### src/axs_pkg.sv
// Constants, register map and carrier types of the exit sequencer.
// Assumes a 32-bit APB register bus and a core that hands over one event.
package axs_pkg;
  // Register byte offsets
  localparam logic [7:0] OFS_CTRL  = 8'h00;
  localparam logic [7:0] OFS_FEAT  = 8'h04;
  localparam logic [7:0] OFS_EPTR  = 8'h08;
  localparam logic [7:0] OFS_TLA   = 8'h0C;
  localparam logic [7:0] OFS_FIDX  = 8'h10;
  localparam logic [7:0] OFS_XINFO = 8'h14;
  localparam logic [7:0] OFS_STAT  = 8'h18;
  localparam logic [7:0] OFS_XHDR  = 8'h1C;
  // Control fields
  localparam int CTRL_EMODE = 0;
  localparam int CTRL_OPTIN = 1;
  localparam int CTRL_STF   = 2;
  localparam int CTRL_MISC  = 8;
  localparam int MISC_W     = 8;
  localparam logic [31:0] CTRL_RST = 32'h0000_0000;
  localparam logic [31:0] CTRL_MSK = 32'h0000_FF07;
  // Exit information fields
  localparam int XI_VEC  = 0;
  localparam int XI_KIND = 8;
  localparam int XI_VAL  = 31;
  localparam logic [2:0] KIND_BRK = 3'h6;
  localparam logic [2:0] KIND_EXC = 3'h3;
  localparam logic [31:0] RESUME_LEAF = 32'h0000_0003;
  // Exception vectors
  localparam logic [7:0] VEC_DIV   = 8'h00;
  localparam logic [7:0] VEC_DBG   = 8'h01;
  localparam logic [7:0] VEC_BRK   = 8'h03;
  localparam logic [7:0] VEC_BND   = 8'h05;
  localparam logic [7:0] VEC_UD    = 8'h06;
  localparam logic [7:0] VEC_GP    = 8'h0D;
  localparam logic [7:0] VEC_PF    = 8'h0E;
  localparam logic [7:0] VEC_MATH  = 8'h10;
  localparam logic [7:0] VEC_ALIGN = 8'h11;
  localparam logic [7:0] VEC_SIMD  = 8'h13;
  // Extended features that take their init state (bits 62:2, low word)
  localparam logic [31:0] XINIT_MSK = 32'hFFFF_FFFC;
  // Sequencer states, Gray along the path
  typedef enum logic [2:0] {
    ST_IDLE  = 3'h0,
    ST_SAVE  = 3'h1,
    ST_XHDR  = 3'h3,
    ST_INFO  = 3'h2,
    ST_SYNTH = 3'h6,
    ST_FRAME = 3'h7,
    ST_EXIT  = 3'h5,
    ST_TAIL  = 3'h4
  } axs_st_t;
  // Event handed over by the delivery logic
  typedef struct packed {
    logic [7:0] vector;
    logic       keep_rf;
    logic       rep_mid;
    logic       arch_rf;
    logic       efer_lma;
    logic       cs_l;
    logic       vmx_mon_trap;
    logic       osxsave;
  } axs_evt_t;
  // Synthetic register values
  typedef struct packed {
    logic [31:0] rip;
    logic [31:0] rax;
    logic [31:0] rbx;
    logic [31:0] rcx;
  } axs_syn_t;
  // Fault details for the misc region
  typedef struct packed {
    logic [31:0] fault_addr;
    logic [31:0] err_code;
    logic [31:0] rsvd;
  } axs_misc_t;
endpackage

### src/axs_seq.sv
// Asynchronous enclave exit sequencer with its APB register file.
// Assumes one event at a time from the delivery logic on pclk.
//
// The placing of the registers and register access over APB were chosen for this implementation.
`timescale 1ns/10ps
`default_nettype none
// Summary of operation
// (RULE1) In 32-bit mode save only low halves of legacy GPRs, IP, flags.
// (RULE2) In 64-bit long mode save all 64-bit GPRs, extended ones included.
// (RULE3) Save enabled extended features; first 512 bytes use mode layout.
// (RULE4) Record the exit reason in the frame's exit information.
// (RULE5) Save each misc feature chosen by the misc select mask.
// (RULE6) Load synthetic registers; reset masked features of bits 62:2.
// (RULE7) Breakpoints suppressed on entry become active again on exit.
// (RULE8) Frame trap flag saved as 0; live one restored unless opted in.
// (RULE9) Clear live resume flag; frame keeps it for traps, 1 for faults.
// (RULE10) Repeat-prefixed intermediate iteration saves resume flag as 1.
// (RULE11) Resume suppressed monitoring, sampling, branch records, trace; here perf_resume only without opt-in.
// (RULE12) Save FS/GS bases, then restore FS/GS from entry copies.
// (RULE13) Zero header bytes 8 to 23; mask header bitmap with feature mask.
// (RULE14) Reload stack and frame pointers from the frame's GPR area.
// (RULE15) Listed exceptions: vector, kind 6 for breakpoint else 3, valid.
// (RULE16) PF/GP with misc bit 0: vector, kind 3, valid, fault details.
// (RULE17) Load IP and counter with exit pointer, accumulator 3, base TLA.
// (RULE18) Increment the current save frame index by one on every exit.
// (RULE19) Restore XCR0 if enabled, leave enclave mode, flush translations.
// (RULE20) Without opt-in restore breakpoints, trap flag, monitor trap, perf.
// (RULE21) Pend a monitor-trap VM exit when the control is set.
// (RULE22) On page fault clear the low 12 fault address bits last.
module axs_seq (
  input  wire logic              pclk,
  input  wire logic              presetn,
  input  wire logic              psel,
  input  wire logic              penable,
  input  wire logic              pwrite,
  input  wire logic [7:0]        paddr,
  input  wire logic [31:0]       pwdata,
  output logic [31:0]            prdata,
  output logic                   pready,
  output logic                   pslverr,
  input  wire logic              evt_req,
  input  wire axs_pkg::axs_evt_t evt,
  input  wire logic [31:0]       hdr_bv_in,
  input  wire logic [31:0]       fault_addr_in,
  input  wire logic [31:0]       err_code_in,
  output logic                   busy,
  output logic                   gpr_save,
  output logic                   save_wide64,
  output logic                   fx_fmt64,
  output logic [31:0]            xsave_en_mask,
  output logic [7:0]             misc_save_mask,
  output logic                   fsgs_base_save,
  output logic                   ssa_tf,
  output logic                   ssa_rf,
  output logic                   hdr_clear,
  output logic [31:0]            hdr_bv_out,
  output logic                   info_wr,
  output logic                   misc_wr,
  output axs_pkg::axs_misc_t     misc_out,
  output logic                   synth_load,
  output axs_pkg::axs_syn_t      syn,
  output logic [31:0]            xinit_mask,
  output logic                   stack_reload,
  output logic                   fsgs_restore,
  output logic                   live_rf_clear,
  output logic                   xcr0_restore,
  output logic                   tlb_flush,
  output logic                   bp_outside_resume,
  output logic                   dbg_restore,
  output logic                   live_tf,
  output logic                   perf_resume,
  output logic                   mon_trap_pend,
  output logic                   cr2_low_clear,
  output logic                   done
);

  ////////////////////////////////////////////////////////////////////
  // Register file
  logic [31:0]      ctrl_r;
  logic [31:0]      feat_r;
  logic [31:0]      eptr_r;
  logic [31:0]      tla_r;
  logic [31:0]      fidx_r;
  logic [31:0]      xinfo_r;
  logic [31:0]      xinfo_nxt;
  axs_pkg::axs_st_t st_r;
  axs_pkg::axs_st_t st_nxt;
  axs_pkg::axs_evt_t ev_r;

  // APB decode, zero-wait with registered answer
  wire setup   = psel & ~penable;
  wire wr_go   = psel & penable & pready & pwrite;
  wire hit_c   = paddr == axs_pkg::OFS_CTRL;
  wire hit_f   = paddr == axs_pkg::OFS_FEAT;
  wire hit_e   = paddr == axs_pkg::OFS_EPTR;
  wire hit_t   = paddr == axs_pkg::OFS_TLA;
  wire hit_i   = paddr == axs_pkg::OFS_FIDX;
  wire hit_x   = paddr == axs_pkg::OFS_XINFO;
  wire hit_s   = paddr == axs_pkg::OFS_STAT;
  wire hit_h   = paddr == axs_pkg::OFS_XHDR;
  wire mapped  = hit_c | hit_f | hit_e | hit_t | hit_i | hit_x | hit_s | hit_h;
  wire wr_ctrl = wr_go & hit_c;
  wire [31:0] stat_w = {28'h0000000, st_r, busy};
  wire [31:0] rd_mux =
    hit_c ? ctrl_r :
    hit_f ? feat_r :
    hit_e ? eptr_r :
    hit_t ? tla_r  :
    hit_i ? fidx_r :
    hit_x ? xinfo_r :
    hit_s ? stat_w :
    hit_h ? hdr_bv_out : 32'h0000_0000;

  // Answer is latched in setup, so access always sees pready
  always_ff @(posedge pclk or negedge presetn) begin
    if (!presetn) begin
      pready  <= 1'b0;
      pslverr <= 1'b0;
      prdata  <= 32'h0000_0000;
    end else begin
      pready  <= setup;
      pslverr <= setup & ~mapped;
      if (setup) begin
        prdata <= pwrite ? 32'h0000_0000 : rd_mux;
      end
    end
  end

  ////////////////////////////////////////////////////////////////////
  // Event classification
  wire go = (st_r == axs_pkg::ST_IDLE) & evt_req;
  axs_pkg::axs_evt_t ev_s;
  assign ev_s = go ? evt : ev_r;
  wire [7:0] vec    = ev_s.vector;
  wire mode64       = ev_s.efer_lma & ev_s.cs_l;
  wire is_brk       = vec == axs_pkg::VEC_BRK;
  wire is_pf        = vec == axs_pkg::VEC_PF;
  wire is_gp        = vec == axs_pkg::VEC_GP;
  wire is_list      = (vec == axs_pkg::VEC_DIV) | (vec == axs_pkg::VEC_DBG) |
                      is_brk | (vec == axs_pkg::VEC_BND) |
                      (vec == axs_pkg::VEC_UD) | (vec == axs_pkg::VEC_MATH) |
                      (vec == axs_pkg::VEC_ALIGN) | (vec == axs_pkg::VEC_SIMD);
  wire misc0        = ctrl_r[axs_pkg::CTRL_MISC];
  wire fault_rec    = (is_pf | is_gp) & misc0;
  wire optin        = ctrl_r[axs_pkg::CTRL_OPTIN];
  // (RULE9) Faults force resume flag to 1
  // (RULE10) Repeat iteration forces it too
  wire rf_save      = ev_s.rep_mid | ~ev_s.keep_rf | ev_s.arch_rf;

  localparam int XI_VEC_HI  = axs_pkg::XI_VEC + 7;
  localparam int XI_KIND_HI = axs_pkg::XI_KIND + 2;

  // Exit information word
  always_comb begin
    xinfo_nxt = 32'h0000_0000;
    // (RULE15) Listed exception codes
    if (is_list) begin
      xinfo_nxt[XI_VEC_HI:axs_pkg::XI_VEC] = vec;
      xinfo_nxt[XI_KIND_HI:axs_pkg::XI_KIND] =
        is_brk ? axs_pkg::KIND_BRK : axs_pkg::KIND_EXC;
      xinfo_nxt[axs_pkg::XI_VAL] = 1'b1;
    // (RULE16) Reported PF/GP, else all zero
    end else if (fault_rec) begin
      xinfo_nxt[XI_VEC_HI:axs_pkg::XI_VEC] = vec;
      xinfo_nxt[XI_KIND_HI:axs_pkg::XI_KIND] = axs_pkg::KIND_EXC;
      xinfo_nxt[axs_pkg::XI_VAL] = 1'b1;
    end
  end

  ////////////////////////////////////////////////////////////////////
  // Sequencer; events arriving while busy are not taken
  always_comb begin
    unique case (st_r)
      axs_pkg::ST_IDLE:  st_nxt = evt_req ? axs_pkg::ST_SAVE : axs_pkg::ST_IDLE;
      axs_pkg::ST_SAVE:  st_nxt = axs_pkg::ST_XHDR;
      axs_pkg::ST_XHDR:  st_nxt = axs_pkg::ST_INFO;
      axs_pkg::ST_INFO:  st_nxt = axs_pkg::ST_SYNTH;
      axs_pkg::ST_SYNTH: st_nxt = axs_pkg::ST_FRAME;
      axs_pkg::ST_FRAME: st_nxt = axs_pkg::ST_EXIT;
      axs_pkg::ST_EXIT:  st_nxt = axs_pkg::ST_TAIL;
      axs_pkg::ST_TAIL:  st_nxt = axs_pkg::ST_IDLE;
    endcase
  end
  wire n_save  = st_nxt == axs_pkg::ST_SAVE;
  wire n_xhdr  = st_nxt == axs_pkg::ST_XHDR;
  wire n_info  = st_nxt == axs_pkg::ST_INFO;
  wire n_synth = st_nxt == axs_pkg::ST_SYNTH;
  wire n_frame = st_nxt == axs_pkg::ST_FRAME;
  wire n_exit  = st_nxt == axs_pkg::ST_EXIT;
  wire n_tail  = st_nxt == axs_pkg::ST_TAIL;

  // State and captured event
  always_ff @(posedge pclk or negedge presetn) begin
    if (!presetn) begin
      st_r <= axs_pkg::ST_IDLE;
      ev_r <= '0;
      busy <= 1'b0;
    end else begin
      st_r <= st_nxt;
      ev_r <= ev_s;
      busy <= st_nxt != axs_pkg::ST_IDLE;
    end
  end

  ////////////////////////////////////////////////////////////////////
  // Software registers; hardware index step and exit win over writes
  always_ff @(posedge pclk or negedge presetn) begin
    if (!presetn) begin
      ctrl_r <= axs_pkg::CTRL_RST;
      feat_r <= 32'h0000_0000;
      eptr_r <= 32'h0000_0000;
      tla_r  <= 32'h0000_0000;
      fidx_r <= 32'h0000_0000;
    end else begin
      if (wr_ctrl) begin
        ctrl_r <= pwdata & axs_pkg::CTRL_MSK;
      end
      // (RULE19) Leave enclave mode, later so it beats a write
      if (n_exit) begin
        ctrl_r[axs_pkg::CTRL_EMODE] <= 1'b0;
      end
      if (wr_go & hit_f) begin
        feat_r <= pwdata;
      end
      if (wr_go & hit_e) begin
        eptr_r <= pwdata;
      end
      if (wr_go & hit_t) begin
        tla_r <= pwdata;
      end
      // (RULE18) Step frame index
      if (n_frame) begin
        fidx_r <= fidx_r + 32'h0000_0001;
      end else if (wr_go & hit_i) begin
        fidx_r <= pwdata;
      end
    end
  end

  ////////////////////////////////////////////////////////////////////
  // Save phase outputs
  always_ff @(posedge pclk or negedge presetn) begin
    if (!presetn) begin
      gpr_save       <= 1'b0;
      save_wide64    <= 1'b0;
      fx_fmt64       <= 1'b0;
      xsave_en_mask  <= 32'h0000_0000;
      misc_save_mask <= 8'h00;
      fsgs_base_save <= 1'b0;
      ssa_tf         <= 1'b0;
      ssa_rf         <= 1'b0;
    end else begin
      gpr_save       <= n_save;
      // (RULE1) Narrow save outside 64-bit mode
      // (RULE2) Full width in long mode
      save_wide64    <= n_save & mode64;
      // (RULE3) Feature mask and layout
      fx_fmt64       <= n_save & mode64;
      xsave_en_mask  <= n_save ? feat_r : 32'h0000_0000;
      // (RULE5) Misc features to save
      misc_save_mask <= n_save ? ctrl_r[axs_pkg::CTRL_MISC +: axs_pkg::MISC_W] : 8'h00;
      // (RULE12) Bases go to the frame first
      fsgs_base_save <= n_save;
      // (RULE8) Frame trap flag is zero
      ssa_tf         <= 1'b0;
      ssa_rf         <= n_save & rf_save;
    end
  end

  // Header fix-up and exit information
  always_ff @(posedge pclk or negedge presetn) begin
    if (!presetn) begin
      hdr_clear  <= 1'b0;
      hdr_bv_out <= 32'h0000_0000;
      info_wr    <= 1'b0;
      misc_wr    <= 1'b0;
      misc_out   <= '0;
      xinfo_r    <= 32'h0000_0000;
    end else begin
      // (RULE13) Clear bytes 8-23, mask bitmap
      hdr_clear <= n_xhdr;
      if (n_xhdr) begin
        hdr_bv_out <= hdr_bv_in & feat_r;
      end
      // (RULE4) Reason into exit information
      info_wr <= n_info;
      if (n_info) begin
        xinfo_r <= xinfo_nxt;
      end
      // (RULE16) Fault address or zero, code, reserved zero
      misc_wr <= n_info & fault_rec;
      if (n_info & fault_rec) begin
        misc_out.fault_addr <= is_pf ? fault_addr_in : 32'h0000_0000;
        misc_out.err_code   <= err_code_in;
        misc_out.rsvd       <= 32'h0000_0000;
      end
    end
  end

  ////////////////////////////////////////////////////////////////////
  // Synthetic state
  always_ff @(posedge pclk or negedge presetn) begin
    if (!presetn) begin
      synth_load    <= 1'b0;
      syn           <= '0;
      xinit_mask    <= 32'h0000_0000;
      stack_reload  <= 1'b0;
      fsgs_restore  <= 1'b0;
      live_rf_clear <= 1'b0;
    end else begin
      // (RULE6) Synthetic load with init mask
      synth_load <= n_synth;
      xinit_mask <= n_synth ? (feat_r & axs_pkg::XINIT_MSK) : 32'h0000_0000;
      // (RULE17) Resume register setup
      if (n_synth) begin
        syn.rip <= eptr_r;
        syn.rax <= axs_pkg::RESUME_LEAF;
        syn.rbx <= tla_r;
        syn.rcx <= eptr_r;
      end
      // (RULE14) Untrusted stack pointers back
      stack_reload  <= n_synth;
      // (RULE12) Selectors from entry copies
      fsgs_restore  <= n_synth;
      // (RULE9) Live resume flag cleared
      live_rf_clear <= n_synth;
    end
  end

  // Leaving the enclave
  always_ff @(posedge pclk or negedge presetn) begin
    if (!presetn) begin
      xcr0_restore      <= 1'b0;
      tlb_flush         <= 1'b0;
      bp_outside_resume <= 1'b0;
      dbg_restore       <= 1'b0;
      live_tf           <= 1'b0;
      perf_resume       <= 1'b0;
      mon_trap_pend     <= 1'b0;
      cr2_low_clear     <= 1'b0;
      done              <= 1'b0;
    end else begin
      // (RULE19) XCR0 only when enabled
      xcr0_restore      <= n_frame & ev_s.osxsave;
      tlb_flush         <= n_exit;
      // (RULE7) Outside-range breakpoints back
      bp_outside_resume <= n_exit;
      // (RULE20) Debug restore without opt-in
      dbg_restore       <= n_exit & ~optin;
      // (RULE8) Trap flag from entry copy
      if (n_exit & ~optin) begin
        live_tf <= ctrl_r[axs_pkg::CTRL_STF];
      end
      // (RULE11) Monitoring resumes, counters promoted
      perf_resume       <= n_exit & ~optin;
      // (RULE21) Monitor trap pends at the end
      mon_trap_pend     <= n_tail & ev_s.vmx_mon_trap;
      // (RULE22) Page fault address clean-up last
      cr2_low_clear     <= n_tail & is_pf;
      done              <= n_tail;
    end
  end
endmodule // axs_seq
`default_nettype wire

### config.mk
export PLATFORM = sky130hd
export DESIGN_NAME = axs_seq
export DESIGN_NICKNAME = d
export VERILOG_FILES = /design/src/axs_pkg.sv /design/src/axs_seq.sv
export SDC_FILE = /design/constraint.sdc
export NUM_CORES = 1
export LEC_CHECK = 0
export BUFFER_PORTS_ARGS = -buffer_cell sky130_fd_sc_hd__buf_4
export CELL_PAD_IN_SITES_DETAIL_PLACEMENT = 0
export CELL_PAD_IN_SITES_GLOBAL_PLACEMENT = 1
export CORE_MARGIN = 1
export CORE_UTILIZATION = 41
export DETAILED_ROUTE_END_ITERATION = 8
export PLACE_DENSITY = 0.81
export SLEW_MARGIN = 20
export SYNTH_ARGS = -nofsm -noshare
export SYNTH_HDL_FRONTEND = slang
export SYNTH_SLANG_ARGS = --single-unit
### constraint.sdc
create_clock -name pclk -period 2.6 [get_ports pclk]
set_input_delay 0.52 -clock pclk [delete_from_list [all_inputs] [get_ports pclk]]
set_output_delay 0.52 -clock pclk [all_outputs]
set_load 0.02 [all_outputs]
==> results.json <==
{
  "outcome": "finished, final reports clean",
  "die_w_um": 218.4,
  "port_buffers": 476,
  "synthesis.area_sq_um": 19200,
  "root_buffer": "clkbuf_16",
  "clk_pin_slew_ns": 0.06,
  "ys_ff_latch": 443,
  "fin_tns_setup_ns": 0,
  "grt_remaining_overflow": 0,
  "fmax_mhz": 416.7,
  "drv_slew": 0,
  "row_count": 78,
  "fin_crit_ns": 2.400,
  "min_path_cells": 2,
  "worstRegToRegCells": 6,
  "arrival_ns": 2.89,
  "cts_tree": "yes",
  "grt_pass1_vias": 14860,
  "slowest_delay_ns": 0.67,
  "via_count": 14580,
  "drtAntennaViolNets": 0,
  "ctsHoldBuffers": 1,
  "nets": 2272,
  "slowest_stage": "or4_1",
  "r2r_slack_ns": 0.20,
  "min_from": "evt[6]",
  "grt_usage": 0.2469,
  "maxSlewHeadroom": 0.4913,
  "cp.required_ns": 3.09,
  "drt_wl_total_um": 59240,
  "r2r_start": "fidx_r[0]",
  "routedWlPerCell_um": 21.52,
  "power_leakage_uw": 0.01282,
  "ys_top_cells_by_area": "dfrtp_1 58%, mux2_2 12%, buf_4 4.2%",
  "die-area_sq_um": 47700,
  "r2r_end": "fidx_r[20]",
  "hpwl_um": 43310,
  "vdd_drop_max_v": 0.0005497,
  "initial_core_util": 0.4195,
  "die_h_um": 218.4,
  "drt_drc_violations_left": 0,
  "start_kind": "flop",
  "cts-htree-levels": 2,
  "syn_inst": 1640,
  "rsz0062_at_grt": "no",
  "yosys_warnings": 0,
  "cts_num_sinks": 443,
  "post_cts_buffers": 0,
  "synth_top_cell_by_area": "dfrtp_1",
  "synth_commonest_cells": "443 x dfrtp_1, 200 x mux2_2, 147 x nand2_1",
  "drtPass1Iterations": 7,
  "drt_iter0_markers": 1049,
  "powerDensity_nw_per_um2": 726.1,
  "vias_per_cell": 5.296,
  "crit_type": "flop to flop",
  "drive_above_1_share": 0.3940,
  "synth_top_area_frac": 0.5774,
  "cts-buffers-inserted": 48,
  "tightest_slew_ns": 0.7630,
  "fin_skew_ns": 0.02267,
  "final.period_utilization": 0.9229,
  "synth-main-ff-cell": "dfrtp_1",
  "fill_cells": 4000,
  "clock_latency_ns": 0.60,
  "end_kind": "flop",
  "syn_avg_cell_area_sq_um": 11.71,
  "yosysMostFrequentCell": "dfrtp_1",
  "grt_max_degree": 95,
  "setup_viol": 0,
  "grt_pass1_wl_um": 88920,
  "synth_edf_count": 0,
  "antenna_found_initial": 6,
  "hold_path.class": "primary input to flop",
  "holdPathEnd": "ssa_rf",
  "io_pins": 542,
  "maxCapViolations": 0,
  "crit_chain": "ha_1, nand3_1, or4_1, nor3_1, a211oi_1, a311oi_1",
  "area_delta_synth_final_pct": 30.00,
  "place.gp.congestion": 0.8994,
  "core_area_sq_um": 45770,
  "clk_path_buf_depth": 3,
  "ys_seq_area_frac": 0.5774,
  "path_max_fanout": 8,
  "timing.hold.ws_ns": 0.1070,
  "ctsResizeCount": 0,
  "synth_async_sr_flop_share": 1.000,
  "ys_types": 69,
  "hold_violations": 0
}
## logic make-up (layout without fill, tap and decap cells)
family / count (synthesis) / in the layout / synth area share
XOR/XNOR: 3 / 3 / 0.001369
AND/OR/NAND/NOR: 445 / 445 / 0.1149
AO/OA/AOI/OAI: 303 / 303 / 0.1071
adder cells (fa/ha/maj): 1 / 1 / 0.0006516
flip-flops: 443 / 443 / 0.5774
multiplexers: 226 / 226 / 0.1316
other: 1 / 70 / 0.0001953
buffers and inverters: 218 / 661 / 0.06686
## report_power, final
part / switching [uW] / internal (uW)
Sequential: 457 / 7420
Combinational: 2250 / 1390
Clock: 2740 / 3870
Total: 5440 / 12700
## per-layer routing
layer / GRT usage / wire length (um) / vias up
li1: - / - / 6581
met1: 0.3124 / 24230 / 7342
met2: 0.4173 / 29450 / 560
met3: 0.05094 / 3917 / 90
met4: 0.08671 / 1632 / 2
met5: 0 / 8 / -
## per-stage QoR
stage	total power (uW)	setup slack [ns]	utilization	instance area, sq um	std cells
floorplan	10020	0.1903	-	19440	1704
global placement	11600	0.08819	0.5121	23440	2663
detailed placement	11650	0.07533	0.5121	23440	2663
CTS	18330	0.1876	0.5450	24950	2747
global route	18940	0.01304	0.5452	24950	2750
finish	18120	0.2005	0.5453	24960	2752
## worst max path at each step
stage | from | end
global placement | paddr[7] | feat_r[3]
global route | fidx_r[0] | fidx_r[20]
detailed placement | paddr[7] | feat_r[2]
CTS | fidx_r[0] | fidx_r[20]
finish | fidx_r[0] | fidx_r[20]
floorplan | paddr[7] | feat_r[10]
## state kept, by name, indices dropped and copies added, names as in the netlist, 3 cells and up
name / flops
syn: 65
misc_out: 64
eptr_r: 32
feat_r: 32
fidx_r: 32
hdr_bv_out: 32
prdata: 32
tla_r: 32
xsave_en_mask: 32
xinit_mask: 30
ctrl_r: 11
xinfo_r: 11
ev_r: 10
misc_save_mask: 8
st_r: 3
## worst max-delay path, delay by kind of cell, from the launching register on
| family | cells | cell delay (ns) |
|---|---|---|
| AO/OA/AOI/OAI | 2 | 0.36 |
| flip-flops | 1 | 0.46 |
| adder cells (fa/ha/maj) | 1 | 0.23 |
| AND/OR/NAND/NOR | 3 | 1.26 |
## layout by cell type (no fill, tap or decap), types with 12 or more instances in the layout
cell       synthesis  final
nor3_1            23     23
o21ai_0           95     95
inv_1             19     19
nand3_1           27     27
a22o_1            35     35
conb_1             1     65
nand2b_1          16     15
buf_4            108    535
a21oi_1           32     32
dfrtp_1          443    443
buf_12             0     19
nand2_1          147    145
nor2_1            90     87
o22ai_1           12     12
mux2_2           200    200
a21o_1            18     18
a211oi_1          25     25
clkbuf_16          0     49
mux2i_1           24     24
clkbuf_1          50     17
a22oi_1           13     13
and2_1            72     72
## cell type report
class,instances,area [sq um],area share
well taps,600,750.7,0.03008
inverters,22,82.58,0.003309
diodes,5,12.51,0.0005013
clock inverters,13,150.1,0.006016
repair buffers,556,4422,0.1772
flip-flops and latches,443,11090,0.4442
multi-input cells,1043,7111,0.2849
clock buffers,70,1345,0.05389
Power figures use the tool's default switching activity.
